[src/verilog/cpu_exec_pkg.sv]
// Package: opcodes, flag positions, cycle figures and register map for the execution unit
package cpu_exec_pkg;
    // Operation codes presented on the operation register
    localparam logic [4:0] OP_NOP = 5'h00;
    localparam logic [4:0] OP_ROT_R_ACC = 5'h01;
    localparam logic [4:0] OP_ROT_R_MEM = 5'h02;
    localparam logic [4:0] OP_ROT_L_ACC = 5'h03;
    localparam logic [4:0] OP_ROT_L_MEM = 5'h04;
    localparam logic [4:0] OP_CLR = 5'h05;
    localparam logic [4:0] OP_BIT_CLR = 5'h06;
    localparam logic [4:0] OP_BIT_SET = 5'h07;
    localparam logic [4:0] OP_B0_BIT_CLR = 5'h08;
    localparam logic [4:0] OP_B0_BIT_SET = 5'h09;
    localparam logic [4:0] OP_CMP_IMM = 5'h0a;
    localparam logic [4:0] OP_CMP_MEM = 5'h0b;
    localparam logic [4:0] OP_INC_ACC = 5'h0c;
    localparam logic [4:0] OP_INC_MEM = 5'h0d;
    localparam logic [4:0] OP_DEC_ACC = 5'h0e;
    localparam logic [4:0] OP_DEC_MEM = 5'h0f;
    localparam logic [4:0] OP_SKIP_CLR = 5'h10;
    localparam logic [4:0] OP_SKIP_SET = 5'h11;
    localparam logic [4:0] OP_B0_SKIP_CLR = 5'h12;
    localparam logic [4:0] OP_B0_SKIP_SET = 5'h13;
    localparam logic [4:0] OP_JMP = 5'h14;
    localparam logic [4:0] OP_CALL = 5'h15;
    localparam logic [4:0] OP_RET = 5'h16;
    localparam logic [4:0] OP_RETURN_FROM_INTERRUPT = 5'h17;
    localparam logic [4:0] OP_PUSH = 5'h18;
    localparam logic [4:0] OP_POP = 5'h19;

    // Flag bit positions in the program flag register
    localparam int FLAG_C = 0;
    localparam int FLAG_DC = 1;
    localparam int FLAG_Z = 2;
    localparam int FLAG_NPD = 6;
    localparam int FLAG_NT0 = 7;
    localparam logic [7:0] FLAG_SAVE_MASK = 8'h3f;

    // Cycle figures, system register limit and stack depth
    localparam logic [2:0] CYC_BASE = 3'h1;
    localparam logic [2:0] CYC_BRANCH = 3'h2;
    localparam logic [7:0] SYS_REG_LIMIT = 8'h80;
    localparam int STACK_DEPTH = 8;

    // Register word byte addresses
    localparam logic [7:0] ADDR_CMD = 8'h00;
    localparam logic [7:0] ADDR_ACC = 8'h04;
    localparam logic [7:0] ADDR_FLAG = 8'h08;
    localparam logic [7:0] ADDR_PC = 8'h0c;
    localparam logic [7:0] ADDR_STAT = 8'h10;
    localparam logic [7:0] ADDR_MEM = 8'h14;
    localparam logic [7:0] ADDR_CFG = 8'h18;

    // Reset values
    localparam logic [7:0] ACC_RST = 8'h00;
    localparam logic [7:0] FLAG_RST = 8'h00;
    localparam logic [15:0] PC_RST = 16'h0000;
endpackage

[src/verilog/cpu_exec.sv]
// Execution unit for rotate, bit, skip, branch, stack and save/restore operations
`timescale 1ns/100ps
module cpu_exec (
    input wire logic sys_clk,
    input wire logic rst,
    input wire logic [31:0] wb_adr_i,
    input wire logic [31:0] wb_dat_i,
    output logic [31:0] wb_dat_o,
    input wire logic [3:0] wb_sel_i,
    input wire logic wb_we_i,
    input wire logic wb_cyc_i,
    input wire logic wb_stb_i,
    output logic wb_ack_o,
    output logic wb_err_o,
    output logic global_int_enable,
    output logic busy
);
    // ----------------------------------------------------------------
    // Bus slave
    // ----------------------------------------------------------------
    logic ack_q;
    logic req;
    logic wr;
    logic hit;
    logic [7:0] adr;

    assign adr = wb_adr_i[7:0];
    assign req = wb_cyc_i & wb_stb_i & ~ack_q;
    assign hit = (wb_adr_i[31:8] == 24'h000000) && (adr <= cpu_exec_pkg::ADDR_CFG)
        && (adr[1:0] == 2'h0);
    assign wr = req & wb_we_i & hit & wb_sel_i[0];

    // One-cycle answer, dropped the cycle after
    always_ff @(posedge sys_clk) begin
        if (rst) begin
            ack_q <= 1'b0;
        end else begin
            ack_q <= req;
        end
    end
    assign wb_ack_o = ack_q & hit;
    assign wb_err_o = ack_q & ~hit;

    // ----------------------------------------------------------------
    // Architectural state
    // ----------------------------------------------------------------
    logic [7:0] acc_q;
    logic [7:0] flag_q;
    logic [15:0] pc_q;
    logic [7:0] acc_save_q;
    logic [7:0] flag_save_q;
    logic [15:0] stack_q [cpu_exec_pkg::STACK_DEPTH];
    logic [2:0] sp_q;
    logic gie_q;
    logic [7:0] mem_q;
    logic [1:0] page_q;
    logic [7:0] oper_q;
    logic [2:0] bit_q;
    logic [7:0] addr_q;
    logic bank_q;
    logic [13:0] target_q;
    logic [4:0] op_q;
    logic [2:0] cnt_q;
    logic skip_q;
    logic mem_wr_q;
    logic [7:0] wr_addr_q;
    logic wr_bank_q;

    // Start of an operation from a command write
    logic start;
    assign start = wr && adr == cpu_exec_pkg::ADDR_CMD && cnt_q == 3'h0;
    assign busy = cnt_q != 3'h0;
    assign global_int_enable = gie_q;

    // Cycle count of the memory-write term
    function automatic logic [2:0] mem_term(input logic [7:0] a);
        mem_term = (a < cpu_exec_pkg::SYS_REG_LIMIT) ? 3'h0 : 3'h1;
    endfunction

    // Rotate through carry
    function automatic logic [8:0] rot(input logic [7:0] v, input logic c, input logic left);
        rot = left ? {v[7], v[6:0], c} : {v[0], c, v[7:1]};
    endfunction

    // ----------------------------------------------------------------
    // Decode and execute
    // ----------------------------------------------------------------
    logic [7:0] res;
    logic [7:0] acc_d;
    logic [7:0] flag_d;
    logic [15:0] pc_d;
    logic to_mem;
    logic skip;
    logic [2:0] cyc;
    logic [8:0] diff;
    logic [8:0] r9;
    logic [4:0] op;
    logic [7:0] opnd;
    logic [7:0] bmask;

    assign op = wb_dat_i[4:0];
    assign opnd = (op == cpu_exec_pkg::OP_CMP_IMM) ? oper_q : mem_q;
    assign bmask = 8'h01 << bit_q;

    always_comb begin
        res = mem_q;
        acc_d = acc_q;
        flag_d = flag_q;
        pc_d = pc_q + 16'h0001;
        to_mem = 1'b0;
        skip = 1'b0;
        cyc = cpu_exec_pkg::CYC_BASE;
        diff = {1'b0, acc_q} - {1'b0, opnd};
        r9 = rot(mem_q, flag_q[cpu_exec_pkg::FLAG_C],
            op == cpu_exec_pkg::OP_ROT_L_ACC || op == cpu_exec_pkg::OP_ROT_L_MEM);
        case (op)
            cpu_exec_pkg::OP_ROT_R_ACC, cpu_exec_pkg::OP_ROT_L_ACC: begin
                acc_d = r9[7:0];
                flag_d[cpu_exec_pkg::FLAG_C] = r9[8];
            end
            cpu_exec_pkg::OP_ROT_R_MEM, cpu_exec_pkg::OP_ROT_L_MEM: begin
                res = r9[7:0];
                acc_d = r9[7:0];
                flag_d[cpu_exec_pkg::FLAG_C] = r9[8];
                to_mem = 1'b1;
            end
            cpu_exec_pkg::OP_CLR: begin
                res = 8'h00;
                to_mem = 1'b1;
            end
            cpu_exec_pkg::OP_BIT_CLR, cpu_exec_pkg::OP_B0_BIT_CLR: begin
                res = mem_q & ~bmask;
                to_mem = 1'b1;
            end
            cpu_exec_pkg::OP_BIT_SET, cpu_exec_pkg::OP_B0_BIT_SET: begin
                res = mem_q | bmask;
                to_mem = 1'b1;
            end
            cpu_exec_pkg::OP_CMP_IMM, cpu_exec_pkg::OP_CMP_MEM: begin
                flag_d[cpu_exec_pkg::FLAG_Z] = diff[7:0] == 8'h00;
                flag_d[cpu_exec_pkg::FLAG_C] = ~diff[8];
                skip = diff[7:0] == 8'h00;
            end
            cpu_exec_pkg::OP_INC_ACC: begin
                acc_d = mem_q + 8'h01;
                skip = acc_d == 8'h00;
            end
            cpu_exec_pkg::OP_INC_MEM: begin
                res = mem_q + 8'h01;
                to_mem = 1'b1;
                skip = res == 8'h00;
            end
            cpu_exec_pkg::OP_DEC_ACC: begin
                acc_d = mem_q - 8'h01;
                skip = acc_d == 8'h00;
            end
            cpu_exec_pkg::OP_DEC_MEM: begin
                res = mem_q - 8'h01;
                to_mem = 1'b1;
                skip = res == 8'h00;
            end
            cpu_exec_pkg::OP_SKIP_CLR, cpu_exec_pkg::OP_B0_SKIP_CLR: begin
                skip = ~mem_q[bit_q];
            end
            cpu_exec_pkg::OP_SKIP_SET, cpu_exec_pkg::OP_B0_SKIP_SET: begin
                skip = mem_q[bit_q];
            end
            cpu_exec_pkg::OP_JMP, cpu_exec_pkg::OP_CALL: begin
                pc_d = {page_q, target_q};
                cyc = cpu_exec_pkg::CYC_BRANCH;
            end
            cpu_exec_pkg::OP_RET, cpu_exec_pkg::OP_RETURN_FROM_INTERRUPT: begin
                pc_d = stack_q[sp_q - 3'h1];
                cyc = cpu_exec_pkg::CYC_BRANCH;
            end
            cpu_exec_pkg::OP_POP: begin
                acc_d = acc_save_q;
                flag_d = (flag_save_q & cpu_exec_pkg::FLAG_SAVE_MASK)
                    | (flag_q & ~cpu_exec_pkg::FLAG_SAVE_MASK);
            end
            default: begin
                acc_d = acc_q;
            end
        endcase
        if (to_mem) begin
            cyc = cyc + mem_term(addr_q);
        end
        if (skip) begin
            pc_d = pc_q + 16'h0002;
            cyc = cyc + 3'h1;
        end
    end

    // Operation register, cycle counter and latched skip
    always_ff @(posedge sys_clk) begin
        if (rst) begin
            op_q <= cpu_exec_pkg::OP_NOP;
            cnt_q <= 3'h0;
            skip_q <= 1'b0;
        end else if (start) begin
            op_q <= op;
            cnt_q <= cyc;
            skip_q <= skip;
        end else if (cnt_q != 3'h0) begin
            cnt_q <= cnt_q - 3'h1;
        end
    end

    // Accumulator, flags and program counter
    always_ff @(posedge sys_clk) begin
        if (rst) begin
            acc_q <= cpu_exec_pkg::ACC_RST;
            flag_q <= cpu_exec_pkg::FLAG_RST;
            pc_q <= cpu_exec_pkg::PC_RST;
        end else if (start) begin
            acc_q <= acc_d;
            flag_q <= flag_d;
            pc_q <= pc_d;
        end else if (wr) begin
            if (adr == cpu_exec_pkg::ADDR_ACC) begin
                acc_q <= wb_dat_i[7:0];
            end
            if (adr == cpu_exec_pkg::ADDR_FLAG) begin
                flag_q <= wb_dat_i[7:0];
            end
            if (adr == cpu_exec_pkg::ADDR_PC) begin
                pc_q <= wb_dat_i[15:0];
            end
        end
    end

    // Save buffers
    always_ff @(posedge sys_clk) begin
        if (rst) begin
            acc_save_q <= cpu_exec_pkg::ACC_RST;
            flag_save_q <= cpu_exec_pkg::FLAG_RST;
        end else if (start && op == cpu_exec_pkg::OP_PUSH) begin
            acc_save_q <= acc_q;
            flag_save_q <= flag_q & cpu_exec_pkg::FLAG_SAVE_MASK;
        end
    end

    // Return stack and interrupt enable
    always_ff @(posedge sys_clk) begin
        if (rst) begin
            sp_q <= 3'h0;
            gie_q <= 1'b0;
            for (int i = 0; i < cpu_exec_pkg::STACK_DEPTH; i++) begin
                stack_q[i] <= 16'h0000;
            end
        end else if (start) begin
            if (op == cpu_exec_pkg::OP_CALL) begin
                stack_q[sp_q] <= pc_q + 16'h0001;
                sp_q <= sp_q + 3'h1;
            end else if (op == cpu_exec_pkg::OP_RET || op == cpu_exec_pkg::OP_RETURN_FROM_INTERRUPT) begin
                sp_q <= sp_q - 3'h1;
                if (op == cpu_exec_pkg::OP_RETURN_FROM_INTERRUPT) begin
                    gie_q <= 1'b1;
                end
            end
        end else if (wr && adr == cpu_exec_pkg::ADDR_CFG) begin
            gie_q <= wb_dat_i[31];
        end
    end

    // Operand memory image and its write back
    always_ff @(posedge sys_clk) begin
        if (rst) begin
            mem_q <= 8'h00;
            mem_wr_q <= 1'b0;
            wr_addr_q <= 8'h00;
            wr_bank_q <= 1'b0;
        end else if (start) begin
            mem_wr_q <= to_mem;
            wr_addr_q <= addr_q;
            wr_bank_q <= bank_q & ~(op == cpu_exec_pkg::OP_B0_BIT_CLR
                || op == cpu_exec_pkg::OP_B0_BIT_SET || op == cpu_exec_pkg::OP_B0_SKIP_CLR
                || op == cpu_exec_pkg::OP_B0_SKIP_SET);
            if (to_mem) begin
                mem_q <= res;
            end
        end else if (wr && adr == cpu_exec_pkg::ADDR_MEM) begin
            mem_q <= wb_dat_i[7:0];
        end
    end

    // Operand configuration
    always_ff @(posedge sys_clk) begin
        if (rst) begin
            oper_q <= 8'h00;
            bit_q <= 3'h0;
            addr_q <= 8'h00;
            bank_q <= 1'b0;
            target_q <= 14'h0000;
            page_q <= 2'h0;
        end else if (wr && adr == cpu_exec_pkg::ADDR_CFG) begin
            oper_q <= wb_dat_i[7:0];
            bit_q <= wb_dat_i[10:8];
            bank_q <= wb_dat_i[11];
            page_q <= wb_dat_i[13:12];
            addr_q <= wb_dat_i[23:16];
        end else if (wr && adr == cpu_exec_pkg::ADDR_STAT) begin
            target_q <= wb_dat_i[13:0];
        end
    end

    // Read data, held until the next read
    always_ff @(posedge sys_clk) begin
        if (rst) begin
            wb_dat_o <= 32'h00000000;
        end else if (req && !wb_we_i) begin
            case (adr)
                cpu_exec_pkg::ADDR_ACC: wb_dat_o <= {24'h000000, acc_q};
                cpu_exec_pkg::ADDR_FLAG: wb_dat_o <= {24'h000000, flag_q};
                cpu_exec_pkg::ADDR_PC: wb_dat_o <= {16'h0000, pc_q};
                cpu_exec_pkg::ADDR_STAT: wb_dat_o <= {8'h00, wr_addr_q, 3'h0, cnt_q,
                    skip_q, mem_wr_q, wr_bank_q, gie_q, busy, sp_q, 2'h0};
                cpu_exec_pkg::ADDR_MEM: wb_dat_o <= {24'h000000, mem_q};
                cpu_exec_pkg::ADDR_CMD: wb_dat_o <= {27'h0000000, op_q};
                default: wb_dat_o <= 32'h00000000;
            endcase
        end
    end
endmodule

[config.mk]
export PLATFORM = sky130hd
export DESIGN_NAME = cpu_exec
export DESIGN_NICKNAME = d
export VERILOG_FILES = /design/src/verilog/cpu_exec_pkg.sv /design/src/verilog/cpu_exec.sv
export SDC_FILE = /design/constraint.sdc
export NUM_CORES = 1
export LEC_CHECK = 0
export BUFFER_PORTS_ARGS = -buffer_cell sky130_fd_sc_hd__buf_2
export CAP_MARGIN = 30
export CORE_MARGIN = 1
export CORE_UTILIZATION = 40
export CTS_CLUSTER_DIAMETER = 30
export DETAILED_ROUTE_END_ITERATION = 8
export PLACE_DENSITY = 0.54
export SYNTH_ARGS = -nofsm -noshare
export SYNTH_HDL_FRONTEND = slang
export SYNTH_SLANG_ARGS = --single-unit
[constraint.sdc]
create_clock -name sys_clk -period 5.6 [get_ports sys_clk]
set_input_delay 0 -clock sys_clk [delete_from_list [all_inputs] [get_ports sys_clk]]
set_output_delay 0 -clock sys_clk [all_outputs]
set_load 0.02 [all_outputs]
==> reports/qor.yml <==
route:
  antenna_left: 0
  routed_wirelength_mm: 43.8
  drc: 0
  first_pass_iters: 8
  drtIter0Drc: 986
  viasPerCell: 5.65
  wl_per_cell_um: 20.6
  dr_total_vias: 12000
logic_synthesis:
  yosys.area_share.simple_pct: 19.9
  synth_compound_area_share_pct: 13.8
  synthCells: 1515
  yosys.area.top_type: "edfxtp_1"
  synthMuxAreaShare_pct: 10.8
  synthXorXnorAreaFrac_pct: 2.65
  syn_area_per_cell_um2: 9.37
  yosysWarnings: 0
  synthFlopType: "dfxtp_1"
  yosys.cell_types.count: 71
  synth_top_area_share_pct: 27.1
  synthAdderAreaFrac_pct: 1.68
  synth_top_cells_by_area: "edfxtp_1, dfxtp_1, nor2_1, mux2i_1, mux4_2"
  synth-edff-count: 128
  synth_top_family_by_area: "simple AND/OR/NAND/NOR gates"
  synth-async-reset-ratio_pct: 0
  ys_seq_area_share_pct: 46.6
  syn-cell-area_um2: 14200
  synth-seq-cells: 266
global_routing:
  antenna_found_initial: 0
  grt_max_degree: 86
  grt_pass1_wl_mm: 67.5
  grt_pass1_vias: 11800
  grt_util_all_layers_pct: 24.3
  grt.overflow.total: 0
clock_tree:
  cts_resized: 0
  cts_sinks: 266
  cts_tree: "done"
  post_cts.repair.setup_buffers: 0
  insertion_delay_ps: 600
  cts_buffers: 74
  clockBufferDepth: 3
  cts_root_buf: "clkbuf_16"
  h-tree-depth: 3
  path_clk_slew_ps: 50
power:
  leakagePower_nw: 6.58
  power.density_nw_per_um2: 370
  ir_drop_uv: 258
critical_path:
  cp-startpoint: "wb_dat_i[2]"
  worst_setup_path_end_kind: "register"
  cp_max_fo: 25
  reg2reg_from: "mem_q[3]"
  crit_arrival_ps: 4740
  crit_path_start_kind: "input port"
  critPathRequiredTime_ps: 6080
  criticalPathCategory: "in2reg"
sta:
  fin_crit_sh_pct: 76.0
  slew_headroom_pct: 32.9
  finalSetupViolCount: 0
  post-route-min-period_ps: 4260
  tightestPinTransition_ps: 1010
  rsz0062_at_grt: "false"
  finalHoldViolCount: 0
  fmax_mhz: 235
  drv_slew: 0
  final.setup_skew_ps: 20.9
  setup-tns-final_ps: 0
floorplan:
  die_h_um: 190
  fp.dieArea_um2: 36200
  rows: 68
  ios: 109
  initial_core_util_pct: 40.9
  die_x_um: 190
  core-area_um2: 34700
cells_and_area:
  area.growth.synth_to_final_pct: 24.9
  instances_no_fill: 2126
  final_common_cell: "nor2_1"
  nNetsFinal: 1704
  final_util_pct: 51.1
  final_layout_size_suffix_gt1_share_pct: 18.0
  layout_common_cells: "nor2_1, nand2_1, dfxtp_1"
  n_antenna_cell: 0
  nFillCells: 3210
placed_design:
  placedCellCount: 1960
  portBuffers: 90
  place_congestion: 0.896
  place_hpwl_mm: 27.8
worst_hold_path:
  min_from: "wb_adr_i[3]"
  hold_class: "in2reg"
run_status:
  status: "complete, no violations"
flow_run:
  maxCapViolCount: 0
[where the power goes]
group,switching [mW],leakage [nW],total [mW],internal (mW)
Clock,1.33,1.22,4.17,2.84
Sequential,0.0181,2.33,2.12,2.10
Combinational,0.179,3.03,0.282,0.103
[final cells by class]
class / count / area [um^2] / share of cell area (%)
multi-input combinational: 1100 / 6980 / 39.4
inverter: 24 / 90.1 / 0.508
clock buffer: 86 / 1930 / 10.9
timing repair buffer: 146 / 977 / 5.51
tap: 455 / 569 / 3.21
clock inverter: 49 / 579 / 3.27
sequential: 266 / 6610 / 37.3
[what timing repair did]
item / in CTS / in global routing
hold buffers: 28 / 0
endpoints found under the setup margin: 0 / 0
hold endpoints to repair: 85 / 0
[cell families (layout without fill, tap and decap cells)]
family | count (synthesis) | in the layout
flip-flops | 266 | 266
buffers and inverters | 156 | 305
XOR/XNOR | 43 | 43
other | 1 | 8
multiplexers | 112 | 112
AO/OA/AOI/OAI | 303 | 303
AND/OR/NAND/NOR | 615 | 615
adder cells (fa/ha/maj) | 19 | 19
[layer usage]
layer | wire (um) | vias to the layer above | track usage [%]
li1 | - | 5680 | -
met5 | 0 | - | 0
met2 | 20500 | 423 | 39.4
met1 | 19300 | 5797 | 31.5
met3 | 2660 | 103 | 4.91
met4 | 1360 | 0 | 10.2
[worst max-delay path: stages]
cell	delay, ps
dlygate4sd3_1	530
buf_2	300
inv_1	180
nand4b_1	210
nor2_1	800
mux2i_1	330
ha_1	300
o21ai_0	180
a21oi_1	90
a41oi_1	400
xnor2_1	220
nor3_1	90
buf_4	200
nor2_4	480
nand2_1	130
a311oi_1	270
[cell usage after synthesis, types with 12 or more instances]
master,count
xnor2_1,25
a211oi_1,14
and3_1,16
mux2i_1,72
a22oi_1,22
mux4_2,32
dfxtp_1,138
inv_1,24
clkbuf_1,94
a21oi_1,113
buf_2,16
xor2_1,18
buf_1,13
nand3_1,42
ha_1,19
a221oi_1,16
edfxtp_1,128
nand2_1,171
nand2b_1,12
nor4_1,17
nor3_1,15
nor2_1,259
o21ai_0,39
[sequential cells by signal, summed over array words and instances, names as in the netlist, 5 cells and up]
signal,flops
acc_q,8
acc_save_q,8
addr_q,8
flag_q,8
flag_save_q,6
mem_q,8
op_q,5
oper_q,8
pc_q,16
stack_q,128
target_q,14
wb_dat_o,24
wr_addr_q,8
[final timing paths]
kind / endpoint / slack [ps] / cells past startpoint
worst min-delay path: wb_dat_o[6] / 30 / 4
worst max register to register: pc_q[4] / 1880 / 8
worst max-delay path: pc_q[11] / 1340 / 16
worst min register to register: wr_addr_q[2] / 440 / 2
[metrics by stage]
| stage | instance area (um^2) | hold WS, ps | setup WS [ps] | total power [mW] |
|---|---|---|---|---|
| 3_5_place_dp | 14900 | 250 | 1400 | 2.41 |
| 4_1_cts | 17700 | 7.24 | 1450 | 6.61 |
| 2_1_floorplan | 14200 | 136 | 1710 | 2.31 |
| 3_3_place_gp | 14900 | 244 | 1470 | 2.40 |
| 5_1_grt | 17700 | 61.2 | 1020 | 6.74 |
| 6_report | 17700 | 25.1 | 1340 | 6.57 |
No activity file was read; power rests on OpenSTA's default activity.
